File: config.mk
export PLATFORM = sky130hd
export DESIGN_NAME = gpfs_top
export DESIGN_NICKNAME = d
export VERILOG_FILES = /design/src/gpfs_pkg.sv /design/src/gpfs_port_if.sv /design/src/gpfs_port_slice.sv /design/src/gpfs_fixed_clk.sv /design/src/gpfs_top.sv
export SDC_FILE = /design/constraint.sdc
export NUM_CORES = 1
export LEC_CHECK = 0
export BUFFER_PORTS_ARGS = -buffer_cell sky130_fd_sc_hd__buf_2
export CAP_MARGIN = 20
export CORE_UTILIZATION = 30
export DETAILED_ROUTE_END_ITERATION = 6
export PLACE_DENSITY_LB_ADDON = 0.08
export SYNTH_ARGS = -nofsm -noshare
export SYNTH_HDL_FRONTEND = slang
export SYNTH_SLANG_ARGS = --single-unit
File: constraint.sdc
create_clock -name MCLK_IN -period 6.1 [get_ports MCLK_IN]
set_input_delay 0.915 -clock MCLK_IN [delete_from_list [all_inputs] [get_ports MCLK_IN]]
set_output_delay 0.915 -clock MCLK_IN [all_outputs]
set_load 0.01 [all_outputs]
File: src/gpfs_pkg.sv
// constants for the nine-pin port unit with pin function select
package gpfs_pkg;

	// register byte addresses
	localparam logic [31:0] CON0_ADDR = 32'hFFFF0D00;
	localparam logic [31:0] CON1_ADDR = 32'hFFFF0D04;
	localparam logic [31:0] CON2_ADDR = 32'hFFFF0D08;
	localparam logic [31:0] DAT0_ADDR = 32'hFFFF0D20;
	localparam logic [31:0] DAT1_ADDR = 32'hFFFF0D30;
	localparam logic [31:0] DAT2_ADDR = 32'hFFFF0D40;
	localparam logic [31:0] SET_OFS   = 32'h00000004;
	localparam logic [31:0] CLR_OFS   = 32'h00000008;

	// reset values of the function select registers
	localparam logic [31:0] CON0_RESET = 32'h11100000;
	localparam logic [31:0] CON1_RESET = 32'h10000000;
	localparam logic [31:0] CON2_RESET = 32'h01000000;

	// port 0 function select bits
	localparam int CON0_SS_BIT   = 0;
	localparam int CON0_SCLK_BIT = 4;
	localparam int CON0_MISO_BIT = 8;
	localparam int CON0_MOSI_BIT = 12;
	localparam int CON0_FCLK_BIT = 16;
	localparam int CON0_HV5_BIT  = 20;
	localparam int CON0_HV6_BIT  = 24;
	// port 1 function select bits
	localparam int CON1_RX_BIT = 0;
	localparam int CON1_TX_BIT = 4;
	// port 2 routing of the serial test data
	localparam int CON2_TEST_BIT = 24;

	// data register fields: readback, output data, direction
	localparam int DAT_IN_LSB  = 0;
	localparam int DAT_OUT_LSB = 8;
	localparam int DAT_DIR_LSB = 16;
	localparam int DAT_FIELD_W = 8;

	// port widths, internal signals included
	localparam int PORT0_W = 7;
	localparam int PORT1_W = 2;
	localparam int PORT2_W = 7;

	// fixed clock output
	localparam int CORE_CLK_KHZ  = 25000;
	localparam int FIXED_CLK_KHZ = 2560;
	localparam int FIXED_ACC_W   = 15;

endpackage : gpfs_pkg

File: src/gpfs_port_if.sv
// register strobes and pin drive of one port, between the top and a port slice
`timescale 1ns/1ps
`default_nettype none
interface gpfs_port_if #(
	parameter int W = 2
);
	logic         wr_dat;
	logic         wr_set;
	logic         wr_clr;
	logic [31:0]  wdata;
	logic [W-1:0] alt_sel;
	logic [W-1:0] alt_out;
	logic [W-1:0] alt_oe;
	logic         hold;
	logic [W-1:0] dir;
	logic [W-1:0] data;
	logic [W-1:0] drv_out;
	logic [W-1:0] drv_oe;

	modport slice (
		input  wr_dat, wr_set, wr_clr, wdata, alt_sel, alt_out, alt_oe, hold,
		output dir, data, drv_out, drv_oe
	);
	modport ctrl (
		output wr_dat, wr_set, wr_clr, wdata, alt_sel, alt_out, alt_oe, hold,
		input  dir, data, drv_out, drv_oe
	);
endinterface : gpfs_port_if
`default_nettype wire

File: src/gpfs_port_slice.sv
// one port: direction and data registers, set and clear, pin drive mux
`timescale 1ns/1ps
`default_nettype none
module gpfs_port_slice #(
	parameter int W = 2
) (
	input  wire logic  clk_in,
	input  wire logic  rst_n_in,
	input  wire logic  ce_in,
	gpfs_port_if.slice port
);

	typedef struct packed {
		logic [W-1:0] dir;
		logic [W-1:0] data;
		logic [W-1:0] drv_out;
		logic [W-1:0] drv_oe;
	} gpfs_slice_s;

	gpfs_slice_s state;
	gpfs_slice_s next_state;

	////////////////////////////////////////////////////////////////////////////
	always_comb begin
		next_state = state;
		if (port.wr_dat) begin
			next_state.dir  = port.wdata[gpfs_pkg::DAT_DIR_LSB +: W];
			next_state.data = port.wdata[gpfs_pkg::DAT_OUT_LSB +: W];
		end
		if (port.wr_set) begin
			next_state.data = state.data | port.wdata[gpfs_pkg::DAT_OUT_LSB +: W];
		end
		if (port.wr_clr) begin
			next_state.data = state.data & ~port.wdata[gpfs_pkg::DAT_OUT_LSB +: W];
		end
		// in power-down the pins keep the level they had
		if (!port.hold) begin
			for (int i = 0; i < W; i++) begin
				if (port.alt_sel[i]) begin
					next_state.drv_out[i] = port.alt_out[i];
					next_state.drv_oe[i]  = port.alt_oe[i];
				end else begin
					next_state.drv_out[i] = next_state.data[i];
					next_state.drv_oe[i]  = next_state.dir[i];
				end
			end
		end
	end

	always_ff @(posedge clk_in or negedge rst_n_in) begin
		if (!rst_n_in) begin
			state <= '0;
		end else if (ce_in) begin
			state <= next_state;
		end
	end

	assign port.dir     = state.dir;
	assign port.data    = state.data;
	assign port.drv_out = state.drv_out;
	assign port.drv_oe  = state.drv_oe;

endmodule : gpfs_port_slice
`default_nettype wire

File: src/gpfs_fixed_clk.sv
// fractional divider that makes the fixed clock output from the core clock
`timescale 1ns/1ps
`default_nettype none
module gpfs_fixed_clk #(
	parameter int CORE_KHZ  = gpfs_pkg::CORE_CLK_KHZ,
	parameter int OUT_KHZ   = gpfs_pkg::FIXED_CLK_KHZ,
	parameter int ACC_W     = gpfs_pkg::FIXED_ACC_W
) (
	input  wire logic clk_in,
	input  wire logic rst_n_in,
	input  wire logic ce_in,
	input  wire logic enable_in,
	output logic      clk_out
);

	// two toggles per output period; jitter of one core cycle is the price of a non-integer ratio
	localparam logic [ACC_W-1:0] STEP = ACC_W'(2 * OUT_KHZ);
	localparam logic [ACC_W-1:0] WRAP = ACC_W'(CORE_KHZ);

	typedef struct packed {
		logic [ACC_W-1:0] acc;
		logic             level;
	} gpfs_clk_s;

	gpfs_clk_s state;
	gpfs_clk_s next_state;

	////////////////////////////////////////////////////////////////////////////
	always_comb begin
		next_state = state;
		if (!enable_in) begin
			next_state = '0;
		end else if (state.acc >= WRAP - STEP) begin
			next_state.acc   = state.acc + STEP - WRAP;
			next_state.level = ~state.level;
		end else begin
			next_state.acc = state.acc + STEP;
		end
	end

	always_ff @(posedge clk_in or negedge rst_n_in) begin
		if (!rst_n_in) begin
			state <= '0;
		end else if (ce_in) begin
			state <= next_state;
		end
	end

	assign clk_out = state.level;

endmodule : gpfs_fixed_clk
`default_nettype wire

File: src/gpfs_top.sv
// nine-pin port unit: function select registers, pin muxing, external interrupt levels
`timescale 1ns/1ps
`default_nettype none
module gpfs_top (
	input  wire logic        MCLK_IN,
	input  wire logic        RST_N_IN,
	input  wire logic        CE_IN,
	input  wire logic [31:0] ADDR_IN,
	input  wire logic [31:0] WDATA_IN,
	input  wire logic        WR_IN,
	input  wire logic        RD_IN,
	output logic      [31:0] RDATA_OUT,
	input  wire logic        POWER_DOWN_IN,
	input  wire logic [8:0]  GPIO_IN,
	output logic      [8:0]  GPIO_OUT,
	output logic      [8:0]  GPIO_OE_N_OUT,
	input  wire logic [3:0]  SPI_DRV_IN,
	input  wire logic [3:0]  SPI_DRV_EN_IN,
	output logic      [3:0]  SPI_PIN_OUT,
	input  wire logic        UART_TX_IN,
	output logic             UART_RX_OUT,
	output logic      [3:0]  EXT_IRQ_OUT,
	output logic      [1:0]  HV_LINK_OUT,
	input  wire logic [1:0]  HV_LINK_IN,
	input  wire logic        TEST_DATA_IN,
	output logic             TEST_DATA_OUT,
	output logic             DIAG_WRITE_OUT,
	input  wire logic        DIAG_READ_IN,
	output logic             FIXED_CLK_OUT
);

	localparam int W0 = gpfs_pkg::PORT0_W;
	localparam int W1 = gpfs_pkg::PORT1_W;
	localparam int W2 = gpfs_pkg::PORT2_W;

	typedef struct packed {
		logic [31:0] con0;
		logic [31:0] con1;
		logic [31:0] con2;
		logic [31:0] rdata;
		logic [3:0]  irq;
	} gpfs_top_s;

	gpfs_top_s state;
	gpfs_top_s next_state;

	gpfs_port_if #(.W(W0)) p0 ();
	gpfs_port_if #(.W(W1)) p1 ();
	gpfs_port_if #(.W(W2)) p2 ();

	logic          fixed_clk;
	logic [W0-1:0] pin0;
	logic [W1-1:0] pin1;
	logic [W2-1:0] pin2;

	////////////////////////////////////////////////////////////////////////////
	// helpers

	function automatic logic [31:0] dat_word(input logic [7:0] dir, input logic [7:0] dout, input logic [7:0] din);
		dat_word = {8'h00, dir, dout, din};
	endfunction : dat_word

	function automatic logic hit(input logic [31:0] addr, input logic [31:0] target);
		hit = (addr == target);
	endfunction : hit

	////////////////////////////////////////////////////////////////////////////
	// pin levels seen by each port, internal signals included

	assign pin0 = {HV_LINK_IN, GPIO_IN[4:0]};
	assign pin1 = GPIO_IN[6:5];
	// 2.2 and 2.3 do not exist; 2.5 and 2.6 read back their own drive
	assign pin2 = {p2.drv_out[6], p2.drv_out[5], DIAG_READ_IN, 2'b00, GPIO_IN[8:7]};

	////////////////////////////////////////////////////////////////////////////
	// register strobes into the port slices

	assign p0.wr_dat = WR_IN && hit(ADDR_IN, gpfs_pkg::DAT0_ADDR);
	assign p0.wr_set = WR_IN && hit(ADDR_IN, gpfs_pkg::DAT0_ADDR + gpfs_pkg::SET_OFS);
	assign p0.wr_clr = WR_IN && hit(ADDR_IN, gpfs_pkg::DAT0_ADDR + gpfs_pkg::CLR_OFS);
	assign p1.wr_dat = WR_IN && hit(ADDR_IN, gpfs_pkg::DAT1_ADDR);
	assign p1.wr_set = WR_IN && hit(ADDR_IN, gpfs_pkg::DAT1_ADDR + gpfs_pkg::SET_OFS);
	assign p1.wr_clr = WR_IN && hit(ADDR_IN, gpfs_pkg::DAT1_ADDR + gpfs_pkg::CLR_OFS);
	assign p2.wr_dat = WR_IN && hit(ADDR_IN, gpfs_pkg::DAT2_ADDR);
	assign p2.wr_set = WR_IN && hit(ADDR_IN, gpfs_pkg::DAT2_ADDR + gpfs_pkg::SET_OFS);
	assign p2.wr_clr = WR_IN && hit(ADDR_IN, gpfs_pkg::DAT2_ADDR + gpfs_pkg::CLR_OFS);
	assign p0.wdata  = WDATA_IN;
	assign p1.wdata  = WDATA_IN;
	assign p2.wdata  = WDATA_IN;
	assign p0.hold   = POWER_DOWN_IN;
	assign p1.hold   = POWER_DOWN_IN;
	assign p2.hold   = POWER_DOWN_IN;

	////////////////////////////////////////////////////////////////////////////
	// alternate functions; a clear select bit leaves the pin as plain I/O

	assign p0.alt_sel = {2'b00,
		state.con0[gpfs_pkg::CON0_FCLK_BIT],
		state.con0[gpfs_pkg::CON0_MOSI_BIT],
		state.con0[gpfs_pkg::CON0_MISO_BIT],
		state.con0[gpfs_pkg::CON0_SCLK_BIT],
		state.con0[gpfs_pkg::CON0_SS_BIT]};
	assign p0.alt_out = {2'b00, fixed_clk, SPI_DRV_IN};
	assign p0.alt_oe  = {2'b00, 1'b1, SPI_DRV_EN_IN};

	assign p1.alt_sel = {state.con1[gpfs_pkg::CON1_TX_BIT], state.con1[gpfs_pkg::CON1_RX_BIT]};
	// receive pin is never driven while it belongs to the UART
	assign p1.alt_out = {UART_TX_IN, 1'b0};
	assign p1.alt_oe  = {1'b1, 1'b0};

	assign p2.alt_sel = {state.con2[gpfs_pkg::CON2_TEST_BIT], 6'b000000};
	assign p2.alt_out = {TEST_DATA_IN, 6'b000000};
	assign p2.alt_oe  = {1'b1, 6'b000000};

	////////////////////////////////////////////////////////////////////////////
	// slices and clock source

	gpfs_port_slice #(.W(W0)) u_port0 (
		.clk_in   (MCLK_IN),
		.rst_n_in (RST_N_IN),
		.ce_in    (CE_IN),
		.port     (p0.slice)
	);

	gpfs_port_slice #(.W(W1)) u_port1 (
		.clk_in   (MCLK_IN),
		.rst_n_in (RST_N_IN),
		.ce_in    (CE_IN),
		.port     (p1.slice)
	);

	gpfs_port_slice #(.W(W2)) u_port2 (
		.clk_in   (MCLK_IN),
		.rst_n_in (RST_N_IN),
		.ce_in    (CE_IN),
		.port     (p2.slice)
	);

	gpfs_fixed_clk u_fixed_clk (
		.clk_in    (MCLK_IN),
		.rst_n_in  (RST_N_IN),
		.ce_in     (CE_IN),
		.enable_in (state.con0[gpfs_pkg::CON0_FCLK_BIT]),
		.clk_out   (fixed_clk)
	);

	////////////////////////////////////////////////////////////////////////////
	// registers

	always_comb begin
		next_state       = state;
		next_state.rdata = 32'h00000000;
		// interrupt levels follow the pins, not latched, one cycle of delay
		next_state.irq   = {GPIO_IN[8], GPIO_IN[7], GPIO_IN[5], GPIO_IN[0]};
		if (WR_IN) begin
			if (hit(ADDR_IN, gpfs_pkg::CON0_ADDR)) begin
				next_state.con0 = WDATA_IN;
			end
			if (hit(ADDR_IN, gpfs_pkg::CON1_ADDR)) begin
				next_state.con1 = WDATA_IN;
			end
			if (hit(ADDR_IN, gpfs_pkg::CON2_ADDR)) begin
				next_state.con2 = WDATA_IN;
			end
		end
		if (RD_IN) begin
			case (ADDR_IN)
				gpfs_pkg::CON0_ADDR: next_state.rdata = state.con0;
				gpfs_pkg::CON1_ADDR: next_state.rdata = state.con1;
				gpfs_pkg::CON2_ADDR: next_state.rdata = state.con2;
				gpfs_pkg::DAT0_ADDR: next_state.rdata = dat_word({1'b0, p0.dir}, {1'b0, p0.data}, {1'b0, pin0});
				gpfs_pkg::DAT1_ADDR: next_state.rdata = dat_word({6'h00, p1.dir}, {6'h00, p1.data}, {6'h00, pin1});
				gpfs_pkg::DAT2_ADDR: next_state.rdata = dat_word({1'b0, p2.dir}, {1'b0, p2.data}, {1'b0, pin2});
				default:             next_state.rdata = 32'h00000000;
			endcase
		end
	end

	always_ff @(posedge MCLK_IN or negedge RST_N_IN) begin
		if (!RST_N_IN) begin
			state.con0  <= gpfs_pkg::CON0_RESET;
			state.con1  <= gpfs_pkg::CON1_RESET;
			state.con2  <= gpfs_pkg::CON2_RESET;
			state.rdata <= 32'h00000000;
			state.irq   <= 4'h0;
		end else if (CE_IN) begin
			state <= next_state;
		end
	end

	////////////////////////////////////////////////////////////////////////////
	// outputs

	assign RDATA_OUT      = state.rdata;
	assign EXT_IRQ_OUT    = state.irq;
	assign GPIO_OUT       = {p2.drv_out[1:0], p1.drv_out, p0.drv_out[4:0]};
	assign GPIO_OE_N_OUT  = ~{p2.drv_oe[1:0], p1.drv_oe, p0.drv_oe[4:0]};
	assign SPI_PIN_OUT    = GPIO_IN[3:0];
	assign UART_RX_OUT    = state.con1[gpfs_pkg::CON1_RX_BIT] ? GPIO_IN[5] : 1'b1;
	// link lines run only while their con0 select bits are set, as they are from reset
	assign HV_LINK_OUT[0] = p0.drv_out[5] & state.con0[gpfs_pkg::CON0_HV5_BIT];
	assign HV_LINK_OUT[1] = p0.drv_out[6] & state.con0[gpfs_pkg::CON0_HV6_BIT];
	assign TEST_DATA_OUT  = p2.drv_out[6];
	assign DIAG_WRITE_OUT = p2.drv_out[5];
	assign FIXED_CLK_OUT  = fixed_clk;

endmodule : gpfs_top
`default_nettype wire

Yosys cells after proc, flatten, opt, wreduce, memory -nomap -nowiden
Cells that the tools add are included.
Widths: inputs -> output; s select.
Operators by class
  $add $sub $neg: 2
  reduce and logical (&&, ||, !) cells: 14
  equal/unequal tests: 13
  mux-type cells: 30
  bitwise gates (word level): 13
  $lt $le $gt $ge: 1
Operators with widths (number)
  $eq 32x32->1 const B: 12
  $pmux 32 s6: 1
  $mux 32: 1
  $mux 14: 2
  $mux 7: 4
  $mux 1: 17
  $mux 16: 1
  $add 15x13->15 const B: 1
  $ge 15x15->1 const B: 1
  $mux 15: 1
  $sub 15x15->15 const B: 1
  $and 7x7->7: 2
  $or 7x7->7: 2
  $logic_and 1x1->1: 9
  $not 9->9: 1
  $reduce_and 3->1: 3
  $not 7->7: 1
  $mux 2: 2
  $mux 4: 1
  $reduce_and 2->1: 2
  $and 1x1->1: 2
  $and 2x2->2: 1
  $ne 2x1->1 const B: 1
  $not 1->1: 2
  2 further kinds: 2
Storage, ports and cells
  word-level logic and storage cells: 92
  input port bits: 92
  bits in registers: 205
  output and inout port bits: 64

Depth between registers and ports, before layout
Gate-level depths: netlist (run 1).
  word-level depth: 6
  depth in mapped cells: 9
  mapped depth without buffers: 8

By module
Synthesis (run 1) repeated with hierarchy kept, for this count alone.
Second synthesis, totals
  cells, all modules: 1032
  area total of the unflattened synthesis: 11179.5 um^2
Modules (own cells, without submodules)
  gpfs_top: area each 6585.1 um^2, instances 1, cells each 555
  gpfs_port_slice at u_port0 ...: area each 1565.3 um^2, instances 2, cells each 153
  gpfs_fixed_clk: area each 1051.0 um^2, instances 1, cells each 126
  gpfs_port_slice at u_port1: area each 412.9 um^2, instances 1, cells each 45

Least setup slack after synthesis (run 1)
Ideal clock, no wire load.
  kind: input -> register
  start: input port ADDR_IN[13]
  end: register state[64] in the netlist's numbering
  path buffers: 2
  setup slack: 3346 ps
  cell stages on the path: 6
  arrival time: 2629 ps
  library setup time: 125 ps
  cell sequence: or4b_2 nor3_4 buf_6 nand4_4 buf_4 mux2_4
Between the ends
  cells in the longest elaborated chain, start to end: 2
Ends and longest elaborated chain
  start, declared: line gpfs_top.sv:8  | input wire logic [31:0] ADDR_IN,
  $eq 32x32->1: line gpfs_top.sv:64  | hit = (addr == target);
  $reduce_and 3->1 (no line)
  end signal, assigned: line gpfs_top.sv:187  | state <= next_state;
  end, declared: line gpfs_top.sv:44  | gpfs_top_s state;
Every way passes these cells.
A chain may end at the register's enable or synchronous reset.

Worst setup path after layout (run 1)
  start: input port ADDR_IN[4]
  end: register state[76] in the netlist's numbering
The elaborated chain is that of the path after synthesis.

==> metrics, run 1 <==
status=finished, final reports clean; Post-synth ARST share=1.000; crit path capture type=flop; Setup TNS Final=0 ps; dominant cell type by area after synthesis=dfrtp_1; top post-synthesis cells by count=194 x dfrtp_1, 67 x mux2_2, 48 x mux2_4; Post-synth top flop=dfrtp_1; post-synthesis cell area=10190 sq um; Hold Startpoint=RDATA_OUT[25]; Max Cap Viol=0; share of the synthesized area in the top cell type=0.4763; global-route wire length before repair=49750 um; Pwr per Cell Area=226.1 nW/um^2; final instance area=11630 sq um; post-synthesis adder-cell area fraction=0.003683; HP Class=flop to flop; Yosys cell types=65; setup violators final=0; clk_lat worst skew=450 ps; die width=186.3 um; slew margin rel.=0.2901; # port buffers=155; final period utilization=0.6213; Reg2Reg Depth=7; Top-Level Pins=156; crit path DAT=4110 ps; initial antenna violation count=2; DP HPWL=20920 um; Crit Path Max Fanout=35; row count=67; final count of pins violating max slew=0; Slew @ Worst Pin=1065 ps; CTS resizes=0; pre-CTS setup slack=1753 ps; reg2reg setup slack=3270 ps; Final GP Congestion=0.7743; via count=7531; reg-to-reg startpoint=u_fixed_clk.state[11]; clk buf depth=2; synthesized area per cell=11.60 sq um; grt ovf=0; chip height=186.3 um; setup ws final=2310 ps; multiplexer share of the synthesized area=0.1557; drt first pass iters=5; Residual DRC=0; DRT antenna net count=0; xor and xnor area share after synthesis=0.0008593; Area Overhead vs Synth=14.08%; Hold Crit Depth=1; total number of yosys warnings=0; clock-pin slew on the worst setup and hold paths=80 ps; CTS tree=yes; most common cell in the netlist=dfrtp_1; Final nets=1050; Logic pwr share=0.061; Clk pwr share=0.434; Post-Syn Instances=879; Setup Skew=12.27 ps; number of fill cells in the layout=3383; unrepaired setup endpoints after global routing=false; largest net degree at the start of global routing=121; DRT iter0 DRCs=685; Net Sw Power=0.6803 mW; DIE AREA=34720 sq um; placed instance area=11050 sq um; crit path time final=3790 ps; Routed WL=32200 um; FF+latch count, synth=199; LEAKAGE=5.397 nW; critical path startpoint=ADDR_IN[4]; post-synthesis simple-gate area fraction=0.09367; Routed WL per cell=22.72 um; Root Buffer=clkbuf_16; vias per inst=5.315; critical path type=input pin to flop; Max Clk Rate=263.9 MHz; Synth Net Count=974; Num CTS Buffers=17; VDD IR max=198.2 uV; largest family of logic cells by synthesized area=compound AO/OA/AOI/OAI gates; initial core utilization=0.3047; synth top area cells=dfrtp_1 48%, mux2_2 7.4%, mux2_4 7.1%; Seq/Total Area, Yosys=0.4892; vias in the first global route=7730; Required @ worst endpoint=6420 ps; CTS Sinks=199; Int Pwr=1.949 mW; Worst Setup Start Kind=input pin; post-synthesis compound-gate area fraction=0.1846; total chip power=2.629 mW; sequential share of power=0.506; Post-CTS Setup Repair Bufs=0; Clock H-tree levels=4; final hold vios=0; total track usage=0.1887; share of layout cells above drive strength 1=0.3533; CTS Hold Bufs=0; Switching Fraction=0.2587; EDFF count, synth=0; core area=33450 sq um
==> cell families after synthesis <==
| kind of cell | Yosys count |
|---|---|
| DFF | 199 |
| adders and majority gates | 3 |
| and+or+nand+nor | 161 |
| buffers and inverters | 134 |
| xor gates and xnor gates | 1 |
| muxes | 126 |
| AOI/OAI and AO/OA | 255 |
==> final cells by class <==
cell class / count / area, sq um / area share
Inverter: 19 / 71.32 / 0.006134
Antenna cell: 1 / 2.502 / 0.0002152
Tap cell: 448 / 560.5 / 0.04821
Multi-Input combinational cell: 546 / 4499 / 0.3870
Timing Repair Buffer: 172 / 937.1 / 0.08060
Sequential cell: 199 / 4986 / 0.4288
Clock buffer: 18 / 429.2 / 0.03691
Clock inverter: 14 / 141.4 / 0.01216
==> stage by stage <==
step | util | hold slack (ps) | instances
6_report | 0.3476 | 483.4 | 1417
5_1_grt | 0.3475 | 503.2 | 1416
4_1_cts | 0.3475 | 488.5 | 1416
3_5_place_dp | 0.3305 | 468.8 | 1384
3_3_place_gp | 0.3305 | 463.5 | 1384
2_1_floorplan | - | 448.8 | 879
==> registers in the layout, indices dropped and copies added (netlist names) <==
name / count
u_port0.port.dir: 7
state: 88
u_fixed_clk.clk_out: 1
RDATA_OUT: 32
p2.alt_sel: 1
u_port0.port.data: 7
u_port1.port.data: 2
u_port0.port.drv_out: 7
u_port2.port.drv_out: 4
u_port2.port.drv_oe: 2
u_port1.port.drv_oe: 2
u_port1.port.dir: 2
p1.alt_sel: 2
EXT_IRQ_OUT: 4
u_port0.port.drv_oe: 5
u_port2.port.data: 7
u_fixed_clk.state: 12
p0.alt_sel: 5
u_port1.port.drv_out: 2
u_port2.port.dir: 7
==> critical path: stages <==
cell and delay [ps]:
buf_2 250, nor4_4 660, buf_12 250, and3_1 570, nand4_4 840, mux2_4 580
==> worst paths after layout <==
path	endpoint
min reg2reg	RDATA_OUT[25]
max	state[76]
min in group asynchronous	u_fixed_clk.state[6]
max reg2reg	u_fixed_clk.state[14]
max in group asynchronous	state[102]
min	RDATA_OUT[25]
==> power by group through the flow <==
| stage | Sequential (mW) | Combinational [mW] | Clock (mW) |
|---|---|---|---|
| 2_1_floorplan | 1.36 | 0.0591 | 0 |
| 6_report | 1.33 | 0.159 | 1.14 |
| 5_1_grt | 1.33 | 0.178 | 1.22 |
| 3_3_place_gp | 1.36 | 0.164 | 0 |
| 3_5_place_dp | 1.36 | 0.164 | 0 |
| 4_1_cts | 1.33 | 0.164 | 1.18 |
==> placed cells by master (no fill, tap or decap), types with 4 or more instances in the layout <==
| cell type | n |
|---|---|
| nand4_1 | 10 |
| nand2b_1 | 6 |
| o22a_1 | 19 |
| o22ai_1 | 5 |
| o2bb2ai_1 | 35 |
| nand4b_1 | 10 |
| buf_2 | 154 |
| nand3_1 | 20 |
| nor2_1 | 18 |
| clkinv_4 | 6 |
| dfstp_2 | 5 |
| a22o_1 | 20 |
| o21ai_0 | 46 |
| o31ai_1 | 5 |
| inv_6 | 4 |
| clkbuf_16 | 17 |
| mux2_2 | 67 |
| and3_1 | 15 |
| a31oi_1 | 12 |
| a222oi_1 | 21 |
| a22oi_1 | 37 |
| inv_1 | 18 |
| mux2_4 | 48 |
| buf_4 | 15 |
| nand2_1 | 40 |
| mux2i_1 | 10 |
| and2_1 | 11 |
| a21oi_1 | 30 |
| dfrtp_1 | 194 |
==> metal layers <==
metal,routed length (um),GRT usage,up-vias
met4,357,0.04387,2
met1,15210,0.2619,3863
li1,-,-,3443
met5,13,0,-
met2,15380,0.3081,201
met3,1232,0.02896,22
Power figures use the tool's default switching activity.
==> inputs of run 2 (changes only) <==
- ABC_AREA: default -> 1
- clock period: 6.1 -> 3.4 ns (I/O delays scaled with it)
==> metrics, run 2 <==
clk_lat worst skew=460 ps; largest register by flop count=state; unrepaired setup endpoints after global routing=false; Setup TNS Final=0 ps; slew margin rel.=0.4632; Routed WL per cell=17.26 um; row count=68; CTS Hold Bufs=0; xor and xnor area share after synthesis=0.004937; top post-synthesis cells by count=520 x nand2_1, 194 x dfrtp_1, 121 x inv_1; HP Class=input pin to asynchronous set/reset pin; post-synthesis compound-gate area fraction=0.09967; Post-Syn Instances=1389; reg-to-reg startpoint=u_fixed_clk.state[11]; Top-Level Pins=156; vias per inst=4.563; Post-synth top flop=dfrtp_1; CP cell instances=buf_2 -> inv_1 -> nand2_1 -> nor2_2 -> nand2_2 -> nor2_4 -> and2_1 -> buf_4 -> nand2_1 -> nand2_1 -> inv_1 -> nand2_1 -> nand3_1 -> nand2_1; leading cell type in the layout, fill and taps excluded=nand2_1; largest net degree at the start of global routing=82; vias in the first global route=8988; Num CTS Buffers=17; # diodes=0; DRT iter0 DRCs=603; final hold vios=0; setup ws final=1106 ps; CTS resizes=0; share of the synthesized area in the top cell type=0.4560; DP HPWL=24260 um; Max Cap Viol=0; crit path DAT=2690 ps; commonest cells after routing, fill and taps aside=520 x nand2_1, 194 x dfrtp_1, 154 x buf_2; Seq/Total Area, Yosys=0.4684; dominant cell type by area after synthesis=dfrtp_1; Reg2Reg Depth=8; synth top area cells=dfrtp_1 46%, nand2_1 18%, nand3_1 5.2%; post-synthesis adder-cell area fraction=0.003526; most frequent CP cell=nand2_1; most common cell in the netlist=nand2_1; final period utilization=0.6747; global-route wire length before repair=53140 um; via count=8888; Post-CTS Setup Repair Bufs=0; multiplexer share of the synthesized area=0; Post-synth ARST share=1.000; VDD IR max=371.3 uV; Root Buffer=clkbuf_16; Area Overhead vs Synth=13.28%; CTS tree=yes; Crit Path Max Fanout=12; Final GP Congestion=0.7908; Slew @ Worst Pin=805.2 ps; # port buffers=155; Worst Setup Start Kind=input pin; number of fill cells in the layout=3821; DRT antenna net count=0; die width=190.4 um; Routed WL=33620 um; largest family of logic cells by synthesized area=simple AND/OR/NAND/NOR gates; initial antenna violation count=0; synthesized area per cell=7.664 sq um; initial core utilization=0.3067; DIE AREA=36240 sq um; share of layout cells above drive strength 1=0.1976; FF+latch count, synth=199; Slowest cell on crit path=and2_1; Synth Net Count=1484; Required @ worst endpoint=3800 ps; Residual DRC=0; total number of yosys warnings=0; Final nets=1575; pre-CTS setup slack=551.1 ps; drt first pass iters=5; LEAKAGE=6.403 nW; post-synthesis simple-gate area fraction=0.3089; critical path startpoint=ADDR_IN[9]; Clock H-tree levels=4; Pwr per Cell Area=397.0 nW/um^2; total track usage=0.1949; final count of pins violating max slew=0; max reg flops=88; chip height=190.4 um; Critical Path Max Stage Delay=560 ps; post-synthesis cell area=10650 sq um; clk buf depth=2; crit path time final=2294 ps; crit path capture type=flop; clock-pin slew on the worst setup and hold paths=80 ps; setup violators final=0; Yosys cell types=42; critical path type=input pin to flop; Setup Skew=10.12 ps; core area=34710 sq um; status=finished, final reports clean; EDFF count, synth=0; grt ovf=0; CTS Sinks=199; Max Clk Rate=435.9 MHz
-- run 2: cell types whose count changed in the layout (fill, tap and decap cells not counted), moves of 21 or more --
cell	delta
inv_1	+103
o21ai_2	+33
nand2_1	+480
o2bb2ai_1	-35
o21ai_1	+86
nor2_1	+48
mux2_2	-67
a22oi_1	-34
nand3_1	+90
mux2_4	-48
a222oi_1	-21
-- run 2: per-layer routing --
metal  vias to the layer above  part of all wire  routed length (um)  track usage
met5                         -                 0                   0            0
met4                         0            0.0099                 332      0.04308
met3                        20             0.030                1020      0.02981
met2                       143              0.48               16200       0.3280
met1                      4208              0.48               16070       0.2626
li1                       4517                 -                   -            -
-- run 2: final cells by class --
type / instances / area (sq um) / area share
Inverter: 127 / 479.2 / 0.03974
Clock buffer: 19 / 452.9 / 0.03756
Clock inverter: 13 / 135.1 / 0.01121
Timing Repair Buffer: 179 / 997.2 / 0.08269
Multi-Input combinational cell: 956 / 4439 / 0.3681
Sequential cell: 199 / 4986 / 0.4135
Tap cell: 455 / 569.3 / 0.04721
-- run 2: critical path, delay by kind of cell --
family        cells  cell delay [ps]
buf+inv           4              460
simple gates     10             1700
-- run 2: power breakdown --
group / leakage (nW) / switching [mW] / internal [mW]
logic: 3.41 / 0.209 / 0.0842
clock network: 0.289 / 1.02 / 1.07
registers: 2.71 / 0.0148 / 2.38
-- run 2: stage by stage --
step / util / total power [mW] / instance area (sq um) / hold WS (ps) / instances
2_1_floorplan: - / 2.562 / 10650 / 214.4 / 1389
3_3_place_gp: 0.3297 / 2.743 / 11440 / 452.6 / 1915
3_5_place_dp: 0.3297 / 2.743 / 11440 / 464.2 / 1915
4_1_cts: 0.3466 / 4.871 / 12030 / 139.3 / 1947
5_1_grt: 0.3474 / 4.981 / 12060 / 139.7 / 1948
6_report: 0.3474 / 4.788 / 12060 / 54.49 / 1948
-- run 2: kinds of logic after synthesis --
kind of cell,Yosys count
adders and majority gates,3
buffers and inverters,234
and+or+nand+nor,764
AOI/OAI and AO/OA,183
xor gates and xnor gates,6
DFF,199
-- run 2: worst paths after layout --
check	end	slack [ps]
worst min register to register	EXT_IRQ_OUT[0]	480
max in group asynchronous	RDATA_OUT[6]	2310
worst max-delay path	RDATA_OUT[18]	1110
min in group MCLK_IN	state[61]	330
worst min-delay path	u_port1.port.drv_out[0]	50
worst max register to register	u_fixed_clk.state[13]	1340
